==> config.mk <==
export PLATFORM = sky130hd
export DESIGN_NAME = vrc_top
export DESIGN_NICKNAME = d
export VERILOG_FILES = /design/src/hw/vrc_pkg.sv /design/src/hw/vrc_top.sv
export SDC_FILE = /design/constraint.sdc
export NUM_CORES = 1
export LEC_CHECK = 0
export ABC_AREA = 0
export BUFFER_PORTS_ARGS = -buffer_cell sky130_fd_sc_hd__buf_2
export CORE_MARGIN = 2
export CORE_UTILIZATION = 45
export DETAILED_ROUTE_END_ITERATION = 7
export PLACE_DENSITY = 0.84
export SLEW_MARGIN = 5
export SYNTH_ARGS = -nofsm -noshare
export SYNTH_HDL_FRONTEND = slang
export SYNTH_SLANG_ARGS = --single-unit
==> constraint.sdc <==
create_clock -name ref_clk -period 3.1 [get_ports ref_clk]
set_input_delay 0.155 -clock ref_clk [delete_from_list [all_inputs] [get_ports ref_clk]]
set_output_delay 0.155 -clock ref_clk [all_outputs]
set_load 0.01 [all_outputs]
==> src/hw/vrc_pkg.sv <==
// Shared constants and types for the voltage reference control block
package vrc_pkg;
    // Register index as printed; the byte address is four times it
    localparam logic [11:0] VRC_CTRL_INDEX = 12'h09B;
    localparam logic [11:0] VRC_CTRL_ADDR = 12'h26C;
    // Field positions inside the control byte
    localparam int VRC_HIGH_EN_BIT = 7;
    localparam int VRC_LOW_EN_BIT = 6;
    localparam int VRC_HIGH_OE_BIT = 5;
    localparam int VRC_LOW_OE_BIT = 4;
    // Bus answer codes
    localparam logic [1:0] VRC_RESP_OKAY = 2'h0;
    localparam logic [1:0] VRC_RESP_SLVERR = 2'h2;
    // Read value of all unimplemented and unused positions
    localparam logic [31:0] VRC_ZERO_WORD = 32'h0000_0000;
    localparam logic [3:0] VRC_CTRL_RESET = 4'h0;

    // The four implemented control bits, top bit first
    typedef struct packed {
        logic high_en;
        logic low_en;
        logic high_oe;
        logic low_oe;
    } vrc_ctrl_t;

    // Requests from the neighbouring supervisors
    typedef struct packed {
        logic volt_det; // Low-voltage detector wants the generator
        logic brownout; // Brown-out reset wants the generator
    } vrc_req_t;
endpackage

==> src/hw/vrc_top.sv <==
// Voltage reference control register with AXI4-Lite access
//
// Register access over AXI4-Lite and the address map were left to the implementer.
`timescale 1ns/10ps
module vrc_top #(
    parameter int ADDR_W = 12
) (
    input wire logic ref_clk,
    input wire logic rst,
    // AXI4-Lite slave
    input wire logic [ADDR_W-1:0] s_axi_awaddr,
    input wire logic s_axi_awvalid,
    output logic s_axi_awready,
    input wire logic [31:0] s_axi_wdata,
    input wire logic [3:0] s_axi_wstrb,
    input wire logic s_axi_wvalid,
    output logic s_axi_wready,
    output logic [1:0] s_axi_bresp,
    output logic s_axi_bvalid,
    input wire logic s_axi_bready,
    input wire logic [ADDR_W-1:0] s_axi_araddr,
    input wire logic s_axi_arvalid,
    output logic s_axi_arready,
    output logic [31:0] s_axi_rdata,
    output logic [1:0] s_axi_rresp,
    output logic s_axi_rvalid,
    input wire logic s_axi_rready,
    // Generator requests from the low-voltage detector and brown-out reset
    input wire logic low_voltage_detector_req,
    input wire logic brownout_reset_req,
    // Generator and reference controls
    output logic gen_power_up,
    output logic high_reference_enable,
    output logic low_reference_enable,
    output logic port_a_line_three_route,
    output logic port_a_line_two_route
);
    // Register address match, used by both the write and the read path
    function automatic logic addr_hit(input logic [ADDR_W-1:0] addr);
        addr_hit = (addr[ADDR_W-1:2] == vrc_pkg::VRC_CTRL_ADDR[ADDR_W-1:2]);
    endfunction

    vrc_pkg::vrc_ctrl_t ctrl_q; // Software control bits
    vrc_pkg::vrc_req_t req_raw; // Raw asynchronous requests
    vrc_pkg::vrc_req_t sync1_q, sync2_q, sync3_q; // Three-stage synchronisers
    vrc_pkg::vrc_req_t req_q; // Filtered requests
    vrc_pkg::vrc_req_t req_d;
    logic [ADDR_W-1:0] awaddr_q; // Captured write address
    logic [31:0] wdata_q; // Captured write data
    logic [3:0] wstrb_q;
    logic aw_full_q, w_full_q;
    logic awready_q, wready_q, bvalid_q, arready_q, rvalid_q;
    logic [1:0] bresp_q, rresp_q;
    logic [31:0] rdata_q;
    logic power_q, high_q, low_q, route_hi_q, route_lo_q;

    assign req_raw = '{volt_det: low_voltage_detector_req, brownout: brownout_reset_req};

    // Handshake decode
    wire aw_take = s_axi_awvalid & awready_q;
    wire w_take = s_axi_wvalid & wready_q;
    wire ar_take = s_axi_arvalid & arready_q;
    wire do_write = aw_full_q & w_full_q & ~bvalid_q;
    wire aw_full_d = (aw_full_q & ~do_write) | aw_take;
    wire w_full_d = (w_full_q & ~do_write) | w_take;
    wire bvalid_d = (bvalid_q & ~s_axi_bready) | do_write;
    wire rvalid_d = (rvalid_q & ~s_axi_rready) | ar_take;
    wire wr_hit = addr_hit(awaddr_q);
    wire rd_hit = addr_hit(s_axi_araddr);
    // Only byte lane 0 holds the control byte
    wire ctrl_we = do_write & wr_hit & wstrb_q[0];
    // Read word: control bits in the top nibble of byte 0, the rest zero
    wire [31:0] ctrl_word = {24'h00_0000, ctrl_q, 4'h0};
    wire [31:0] rdata_d = rd_hit ? ctrl_word : vrc_pkg::VRC_ZERO_WORD;
    wire [1:0] rresp_d = rd_hit ? vrc_pkg::VRC_RESP_OKAY : vrc_pkg::VRC_RESP_SLVERR;
    wire [1:0] bresp_d = wr_hit ? vrc_pkg::VRC_RESP_OKAY : vrc_pkg::VRC_RESP_SLVERR;
    // Generator stays up while any requester wants it
    wire power_d = ctrl_q.high_en | ctrl_q.low_en | req_q.volt_det | req_q.brownout;
    // Pin routes need both the output enable and the reference enable
    wire route_hi_d = ctrl_q.high_oe & ctrl_q.high_en;
    wire route_lo_d = ctrl_q.low_oe & ctrl_q.low_en;

    // Synchronise each request; a change counts once stages two and three agree
    for (genvar i = 0; i < 2; i++) begin : g_sync
        assign req_d[i] = (sync2_q[i] == sync3_q[i]) ? sync3_q[i] : req_q[i];
        always_ff @(posedge ref_clk or posedge rst) begin
            if (rst) begin
                sync1_q[i] <= 1'b0;
                sync2_q[i] <= 1'b0;
                sync3_q[i] <= 1'b0;
                req_q[i] <= 1'b0;
            end else begin
                sync1_q[i] <= req_raw[i];
                sync2_q[i] <= sync1_q[i];
                sync3_q[i] <= sync2_q[i];
                req_q[i] <= req_d[i];
            end
        end
    end

    // Write channel capture; each side is held until the write is done
    always_ff @(posedge ref_clk or posedge rst) begin
        if (rst) begin
            aw_full_q <= 1'b0;
            w_full_q <= 1'b0;
            awready_q <= 1'b1;
            wready_q <= 1'b1;
            awaddr_q <= '0;
            wdata_q <= vrc_pkg::VRC_ZERO_WORD;
            wstrb_q <= 4'h0;
        end else begin
            aw_full_q <= aw_full_d;
            w_full_q <= w_full_d;
            awready_q <= ~aw_full_d;
            wready_q <= ~w_full_d;
            if (aw_take) begin
                awaddr_q <= s_axi_awaddr;
            end
            if (w_take) begin
                wdata_q <= s_axi_wdata;
                wstrb_q <= s_axi_wstrb;
            end
        end
    end

    // Write response; an unmapped address is answered with an error
    always_ff @(posedge ref_clk or posedge rst) begin
        if (rst) begin
            bvalid_q <= 1'b0;
            bresp_q <= vrc_pkg::VRC_RESP_OKAY;
        end else begin
            bvalid_q <= bvalid_d;
            if (do_write) begin
                bresp_q <= bresp_d;
            end
        end
    end

    always_ff @(posedge ref_clk or posedge rst) begin
        if (rst) begin
            ctrl_q <= vrc_pkg::VRC_CTRL_RESET;
        end else if (ctrl_we) begin
            ctrl_q.high_en <= wdata_q[vrc_pkg::VRC_HIGH_EN_BIT];
            ctrl_q.low_en <= wdata_q[vrc_pkg::VRC_LOW_EN_BIT];
            ctrl_q.high_oe <= wdata_q[vrc_pkg::VRC_HIGH_OE_BIT];
            ctrl_q.low_oe <= wdata_q[vrc_pkg::VRC_LOW_OE_BIT];
        end
    end

    // read path returns zero below bit 4
    always_ff @(posedge ref_clk or posedge rst) begin
        if (rst) begin
            rvalid_q <= 1'b0;
            arready_q <= 1'b1;
            rdata_q <= vrc_pkg::VRC_ZERO_WORD;
            rresp_q <= vrc_pkg::VRC_RESP_OKAY;
        end else begin
            rvalid_q <= rvalid_d;
            arready_q <= ~rvalid_d;
            if (ar_take) begin
                rdata_q <= rdata_d;
                rresp_q <= rresp_d;
            end
        end
    end

    always_ff @(posedge ref_clk or posedge rst) begin
        if (rst) begin
            power_q <= 1'b0;
            high_q <= 1'b0;
            low_q <= 1'b0;
            route_hi_q <= 1'b0;
            route_lo_q <= 1'b0;
        end else begin
            power_q <= power_d;
            high_q <= ctrl_q.high_en;
            low_q <= ctrl_q.low_en;
            route_hi_q <= route_hi_d;
            route_lo_q <= route_lo_d;
        end
    end

    // Every output comes straight from a flip-flop
    assign s_axi_awready = awready_q;
    assign s_axi_wready = wready_q;
    assign s_axi_bvalid = bvalid_q;
    assign s_axi_bresp = bresp_q;
    assign s_axi_arready = arready_q;
    assign s_axi_rvalid = rvalid_q;
    assign s_axi_rdata = rdata_q;
    assign s_axi_rresp = rresp_q;
    assign gen_power_up = power_q;
    assign high_reference_enable = high_q;
    assign low_reference_enable = low_q;
    assign port_a_line_three_route = route_hi_q;
    assign port_a_line_two_route = route_lo_q;
endmodule

# Word-level counts from Yosys, hierarchy flattened
# Cells that the tools add are included.
# word_totals
romBits,0
mem_bits_rw,0
regBits,81
out_inout_bits,46
n_memories,0
latch_bits,0
input_bits,69
# classes
bitwise_logic,27
addsub,0
div,0
shifts,0
n_lt_le_gt_ge,0
multipliers,0
reduce_logical,0
mux,3
n_eq_ne,4
# op_table
cell,n
"10-bit by 8-bit == test with 1-bit output, second input constant",2
1-bit AND,13
8-bit 2-to-1 mux,1
1-bit NOT,7
1-bit bitwise OR,7
2-bit 2-to-1 mux,2
1-bit == test,2

# Logic depth before layout (Yosys ltp)
# Gate-level depths: netlist (run 1).
# depth
depth_word,6
ltp_mapped,3

# Worst setup path after synthesis (run 1)
# No wires, ideal clock.
# synth_timing
path_type,reg-to-reg
start,"register bvalid_q, in the netlist s_axi_bvalid"
end,register ctrl_q[0] (netlist bit)
path_stages_with_launch,4
arrival_time_ns,1.410
required_time_ns,2.975
path_buffers,0
slack_ns,1.565
path_cell_list,dfrtp_1 > nand3b_2 > nor4_4 > mux2_2
# synth_via
elab_chain_cells,4
# synth_lines
item,line_no,rtl
start: declaration,vrc_top.sv:52,"logic awready_q, wready_q, bvalid_q, arready_q, rvalid_q;"
start signal: assignment,vrc_top.sv:132,bvalid_q <= bvalid_d;
1-bit NOT,vrc_top.sv:63,wire do_write = aw_full_q & w_full_q & ~bvalid_q;
1-bit AND,vrc_top.sv:63,
1-bit AND (2 in series),vrc_top.sv:71,wire ctrl_we = do_write & wr_hit & wstrb_q[0];
end signal: assignment,vrc_top.sv:141,ctrl_q <= vrc_pkg::VRC_CTRL_RESET;
end: declaration,vrc_top.sv:43,vrc_pkg::vrc_ctrl_t ctrl_q;
# Every way passes these cells.
# A chain may end at the register's enable or synchronous reset.

# Worst setup path after layout (run 1)
# Same ends and word-level chain as after synthesis.

==> key figures, run 1 <==
STA
  • Period utilisation layout: 52.0%
  • Sum Neg Setup Slack: 0 ns
  • FMAX: between 600 and 700 MHz
  • Max-Slew Margin vs Limit: about two fifths
  • Final Hold Vio Count: 0
  • Final worst setup slack: ~1.5 ns
  • Tmin final: between 1.5 and 2 ns
  • RSZ-0062 raised after global routing: no
  • Final setup viols: 0
  • Clock Skews: 0.00807 ns
  • Fin. max-slew vios: 0
  • Least-Margin Pin Slew: between 0.8 and 0.9 ns
  • Worst Hold Slack: 0.0271 ns

Clock tree
  • Root Driver: clkbuf_8
  • H-tree depth: 2
  • Worst-path clk slew: ~0.080 ns
  • Later-pin clock latency in the skew report: between 0.2 and 0.3 ns
  • Num CTS Buffers: 5
  • Clock sink count: 45
  • Clock buffer depth: 2
  • CTS tree: yes

Cells and area
  • Layout cells sized above 1: between 40% and 50%
  • Most common cell after layout, fill and taps aside: buf_2
  • Area growth from synthesis to layout: 17.5%
  • Most frequent cells in the layout: 49 x buf_2, 42 x dfrtp_1, 30 x conb_1
  • N_diodes: 0
  • Register area: around 0.0011 sq mm
  • Multi-input logic area: 578 sq um
  • Nets@finish: between 200 and 300
  • Final Cell Area: 0.00217 sq mm
  • Layout fillers: 362

Floorplanning
  • Top-Level Pins: 115
  • Die area: between 0.004 and 0.005 sq mm
  • Die W: 68.1 um
  • CORE AREA: 0.00397 sq mm
  • Starting Density: between 40 and 50%
  • Die Height: approximately 68 um
  • Site Rows: 23

Route
  • Starting DRT DRC Count: 58
  • Routed Antenna Nets: 0
  • DR DRC count: 0
  • Detailed Route WL: 2.66 mm
  • DR WL/cell: approximately 11 um
  • Drt first pass iters: 3
  • Routed vias: 1066
  • Via density: 4.40

Pwr
  • Peak supply drop: 0.000475 V
  • Proportion of power drawn by the clock network: 27.3%
  • Switch share: around 27%
  • Cell Pwr Density: between 700 and 800 mW/mm^2
  • Leak: 1.11 nW
  • P_int: about 0.0012 W
  • Register share of total power: between 50% and 60%
  • Net switching power: approximately 0.00043 W
  • Comb pwr share: roughly 21%

Logic synthesis
  • Register area share after synthesis: about 61%
  • Cell Area, Synth: roughly 0.0018 sq mm
  • Cells after synthesis: about 140
  • Area contributors post-synth: dfrtp_1 57%, buf_4 12%, mux2_2 12%
  • Yosys warning total: 0
  • #FFs+latches synth: 45
  • Dominant cell type by area after synthesis: dfrtp_1
  • Syn Area/Cell: ~14 sq um
  • Area share of the largest cell type after synthesis: ~57%
  • Count of different cell masters after synthesis: 23

Global routing
  • Met1 Resource Use GR: between 10% and 20%
  • Largest net degree at the start of global routing: between 40 and 50
  • Total GRT Usage: 12.5%
  • Number of global-route vias before repair: 933
  • First-pass GRT wire length: between 4 and 5 mm
  • Routing usage on met3: under 10%
  • GR Util met2: 20.6%
  • GR peak layer: met2
  • GRT overflow: 0
  • Initial antenna violation count: 0

Worst setup path
  • Critical-path top delay cell: nor4_4
  • Crit Path Category: reg -> reg
  • CP Cell Sequence: nand3b_2, nor4_4, mux2_2
  • Critical Path Fanout Max: 5
  • CP endpoint kind: flip-flop
  • Worst endpoint data arrival time: 1.79 ns
  • Startpoint types: flip-flop
  • Crit path required time: between 3 and 4 ns
  • CP top delay family: simple AND/OR/NAND/NOR gates
  • Worst path bufs/invs: 0
  • Critical Path Max Stage Delay: 0.43 ns

Placement
  • IO buf count: between 40 and 50
  • Gp weighted congestion: between 0.6 and 0.7
  • Dpl ws: between 1 and 1.5 ns
  • Placed wire-length estimate: a little over 2 mm
  • Placed cell area: 0.00203 sq mm

Worst hold path
  • Hold WC Path Type: in -> reg

Outcome
  • Status: completed

Run
  • Max-Cap Viols: 0
==> worst reg2reg max path: cells and delay by family (launching register included) <==
kind | cells | cell delay, ns
flops | 1 | 0.40
mux | 1 | 0.38
simple gates | 2 | 0.71
==> state kept, by name (all words and copies together) (netlist names), 2 cells and up <==
signal and count:
req_q 2, awaddr_q 10, ctrl_q 4, wdata_q 4
s_axi_rdata 4, sync1_q 2, sync2_q 2, sync3_q 2
==> final timing paths <==
kind / cells after the start / start / slack, ns / to
setup reg to reg: 3 / s_axi_bvalid / 1.49 / ctrl_q[0]
hold reg to reg: 0 / sync1_q[1] / 0.35 / sync2_q[1]
min in group asynchronous: 2 / rst / 0.05 / awaddr_q[4]
max in group asynchronous: 2 / rst / 2.50 / awaddr_q[2]
setup / recovery: 3 / s_axi_bvalid / 1.49 / ctrl_q[0]
hold / removal: 2 / s_axi_bready / 0.03 / s_axi_bvalid
==> cells in the mapped netlist <==
cell       number
dfrtp_1        42
buf_4          30
mux2_2         19
nand2_1         7
inv_1           5
a22o_1          4
and2_1          4
o21ai_0         4
dfstp_2         3
nand4bb_1       3
maj3_1          2
a21oi_1         1
clkbuf_1        1
conb_1          1
nand2b_1        1
nand3b_2        1
nand4b_1        1
nor2_1          1
nor4_1          1
nor4_2          1
nor4_4          1
or3b_1          1
or4_1           1
==> cells by family after synthesis <==
group                      after synthesis  synth area share (%)
adders and majority gates                2                  1.08
AOI/OAI and AO/OA                        9                  3.25
muxes                                   19                  11.6
other                                    1                 0.203
DFF                                     45                  61.2
and+or+nand+nor                         23                  9.28
buffers and inverters                   36                  13.4
==> final cells by class <==
type,instances,share of cell area (%)
Tap cell,50,2.88
Inverter,5,0.865
Sequential cell,45,52.1
Clock buffer,5,3.17
Timing Repair Buffer,51,12.2
Clock inverter,3,2.13
Multi-Input combinational cell,83,26.6
==> metrics by stage <==
stage | std cells | utilization, % | total power, W
after floorplan | 164 | - | 0.00110
after detailed placement | 232 | 51.2 | 0.00118
after global routing | 242 | 54.6 | 0.00170
after global placement | 232 | 51.2 | 0.00116
final | 242 | 54.6 | 0.00160
after CTS | 242 | 54.6 | 0.00162
==> power by group through the flow <==
stage                     Sequential (W)  Clock, W  Combinational (W)
after floorplan                 0.000839         0           0.000266
after global placement          0.000838         0           0.000326
after detailed placement        0.000844         0           0.000337
after CTS                       0.000832  0.000451           0.000339
after global routing            0.000850  0.000474           0.000376
final                           0.000830  0.000436           0.000330
==> routing by layer <==
metal  wire [um]  part of all wire, %
met5           0                    0
met3         250                  9.4
met1        1050                   39
met2        1320                   50
met4          42                  1.6
==> repair_timing <==
action	4_1_cts	5_1_grt
buffers inserted	0	0
hold endpoints to repair	2	0
gates resized for setup	0	0
hold buffers	2	0
(Power assumes the default switching activity.)
==> run 2: changes to the inputs <==
CORE_UTILIZATION = 38   (was 45)
PLACE_DENSITY = 0.75   (was 0.84)
clock period = 1.3 ns   (was 3.1 ns; I/O delays follow)
==> key figures, run 2 (synthesized netlist as in run 1, its figures left out) <==
Cells and area
  • Nets@finish: 283 (was 260)
  • Area growth from synthesis to layout: 30.8% (was 17.5%)
  • N_diodes: 0 (unchanged)
  • Most frequent cells in the layout: 49 x buf_2, 42 x dfrtp_1, 30 x conb_1 (unchanged)
  • Most flop-heavy register: awaddr_q (unchanged)
  • Layout cells sized above 1: 42.3% (was 43.2%)
  • Max reg flops: 10 (unchanged)
  • Most common cell after layout, fill and taps aside: buf_2 (unchanged)
  • Final std cells w/o fill: 269 (was 242)

Clock tree
  • Clock sink count: 45 (unchanged)
  • H-tree depth: 2 (unchanged)
  • CTS tree: yes (unchanged)
  • Root Driver: clkbuf_8 (unchanged)
  • Clock buffer depth: 2 (unchanged)
  • Later-pin clock latency in the skew report: 0.29 ns (about the same)
  • Worst-path clk slew: 0.08 ns (about the same)
  • Num CTS Buffers: 5 (unchanged)

STA
  • FMAX: 651 MHz (was 620 MHz)
  • Final worst setup slack: -0.237 ns (was 1.49 ns)
  • Final setup viols: 4 (was 0)
  • Clock Skews: 0.00454 ns (was 0.00807 ns)
  • Fin. max-slew vios: 0 (unchanged)
  • Tmin final: 1.54 ns (was 1.61 ns)
  • Final Hold Vio Count: 0 (unchanged)
  • Period utilisation layout: 118% (was 52.0%)
  • RSZ-0062 raised after global routing: yes (was no)
  • Sum Neg Setup Slack: -0.886 ns (was 0 ns)

Pwr
  • Leak: 1.23 nW (was 1.11 nW)
  • Net switching power: 0.00107 W (was 0.000427 W)
  • Switch share: 27.6% (was 26.8%)
  • Tot Pwr: 0.00388 W (was 0.00160 W)
  • Peak supply drop: 0.000995 V (was 0.000475 V)
  • Cell Pwr Density: 1610 mW/mm^2 (was 735 mW/mm^2)
  • Comb pwr share: 27.7% (was 20.7%)
  • Proportion of power drawn by the clock network: 20.5% (was 27.3%)
  • P_int: 0.00281 W (was 0.00117 W)
  • Register share of total power: 51.8% (was 52.0%)

Floorplanning
  • Top-Level Pins: 115 (unchanged)
  • Die W: 73.7 um (was 68.1 um)
  • Die Height: 73.7 um (was 68.1 um)
  • Die area: 0.00543 sq mm (was 0.00463 sq mm)
  • Starting Density: 39.4% (was 46.5%)
  • Site Rows: 25 (was 23)
  • CORE AREA: 0.00469 sq mm (was 0.00397 sq mm)

Worst setup path
  • Startpoint types: flip-flop (unchanged)
  • Worst path bufs/invs: 1 (was 0)
  • Critical Path Max Stage Delay: 0.41 ns (was 0.43 ns)
  • Crit Path Category: reg -> reg (unchanged)
  • CP Cell Sequence: or3b_4, nor4_4, buf_4, mux2_2 (was nand3b_2, nor4_4, mux2_2)
  • Critical-path top delay cell: or3b_4 (was nor4_4)
  • CP top delay family: simple AND/OR/NAND/NOR gates (unchanged)
  • CP endpoint kind: flip-flop (unchanged)
  • Crit path required time: 1.48 ns (was 3.28 ns)
  • Worst endpoint data arrival time: 1.72 ns (was 1.79 ns)
  • Critical Path Fanout Max: 4 (was 5)

Route
  • Drt first pass iters: 4 (was 3)
  • Routed vias: 1146 (was 1066)
  • Via density: 4.26 (was 4.40)
  • DR DRC count: 0 (unchanged)
  • Detailed Route WL: 3.15 mm (was 2.66 mm)
  • DR WL/cell: 11.7 um (was 11.0 um)
  • Starting DRT DRC Count: 32 (was 58)
  • Routed Antenna Nets: 0 (unchanged)

Outcome
  • Status: complete, but fails checks (was completed)
  • Failing checks: setup timing

Placement
  • Gp weighted congestion: 0.691 (was 0.670)
  • Placed wire-length estimate: 2.27 mm (was 2.04 mm)
  • IO buf count: 49 (unchanged)
  • Placed cell count: 244 (was 232)

Global routing
  • GRT overflow: 0 (unchanged)
  • Initial antenna violation count: 0 (unchanged)
  • Number of global-route vias before repair: 1054 (was 933)
  • First-pass GRT wire length: 4.86 mm (was 4.05 mm)
  • Total GRT Usage: 12.4% (was 12.5%)
  • Largest net degree at the start of global routing: 46 (unchanged)

Run
  • Max-Cap Viols: 0 (unchanged)

Worst hold path
  • Hold WC Path Type: in -> reg (unchanged)
-- run 2: changes by cell type in the layout (fill, tap and decap cells not counted), sizes merged --
cell,previous run,this run
clkbuf,5,8
dlygate4sd3,2,16
clkinvlp,1,0
buf,49,58
clkinv,1,0
bufinv,1,0
-- run 2: cell type report --
cell class	count	area [sq um]
flip-flops and latches	45	1130
multi-input cells	83	622
clock buffers	8	80.1
well taps	54	67.6
repair buffers	74	498
inverters	5	18.8
fillers	425	2280
-- run 2: worst register-to-register path: cells and delay by family (launching register included) --
| family | cells | cell delay, ns |
|---|---|---|
| DFF | 1 | 0.38 |
| and+or+nand+nor | 2 | 0.54 |
| buffers and inverters | 1 | 0.18 |
| muxes | 1 | 0.33 |
-- run 2: power groups by stage --
stage          logic, W  registers (W)  clock network (W)
3_3_place_gp   0.000998        0.00200                  0
3_5_place_dp    0.00103        0.00201                  0
6_report        0.00107        0.00201           0.000795
5_1_grt         0.00118        0.00205           0.000904
2_1_floorplan  0.000661        0.00201                  0
4_1_cts         0.00106        0.00199           0.000833
-- run 2: through the flow --
stage	setup slack (ns)	util [%]	hold slack, ns	instance area (sq um)
global route	-0.325	51.5	0.00113	2420
CTS	-0.240	50.5	0.000218	2370
floorplan	-0.166	-	0.0964	1980
finish	-0.237	51.5	0.0188	2420
global placement	-0.214	45.7	0.115	2140
detailed placement	-0.257	45.7	0.115	2140
-- run 2: layer usage --
layer	part of all wire, %	up-vias	wire (um)	track usage (%)
li1	-	552	-	-
met1	42	541	1310	14.0
met2	51	51	1610	20.4
met3	6.5	2	204	5.35
met4	0.79	0	25	5.45
met5	0	-	0	0
-- run 2: timing repair --
| item | 4_1_cts | 5_1_grt |
|---|---|---|
| endpoints found under the hold margin | 54 | 3 |
| pin swaps | 0 | 1 |
| hold buffers | 13 | 3 |
| setup buffers | 1 | 0 |
| setup endpoints to repair | 4 | 10 |
| gates cloned | 0 | 0 |
| gates resized for setup | 2 | 1 |
-- run 2: final timing paths --
path	from	to	slack, ns	depth (start not counted)
min in group asynchronous	rst	s_axi_rvalid	0.34	4
hold / removal	s_axi_wdata[5]	wdata_q[5]	0.02	2
hold reg to reg	sync1_q[1]	sync2_q[1]	0.35	0
setup / recovery	awaddr_q[11]	ctrl_q[1]	-0.24	4
setup reg to reg	awaddr_q[11]	ctrl_q[1]	-0.24	4
max in group asynchronous	rst	s_axi_awready	0.69	4
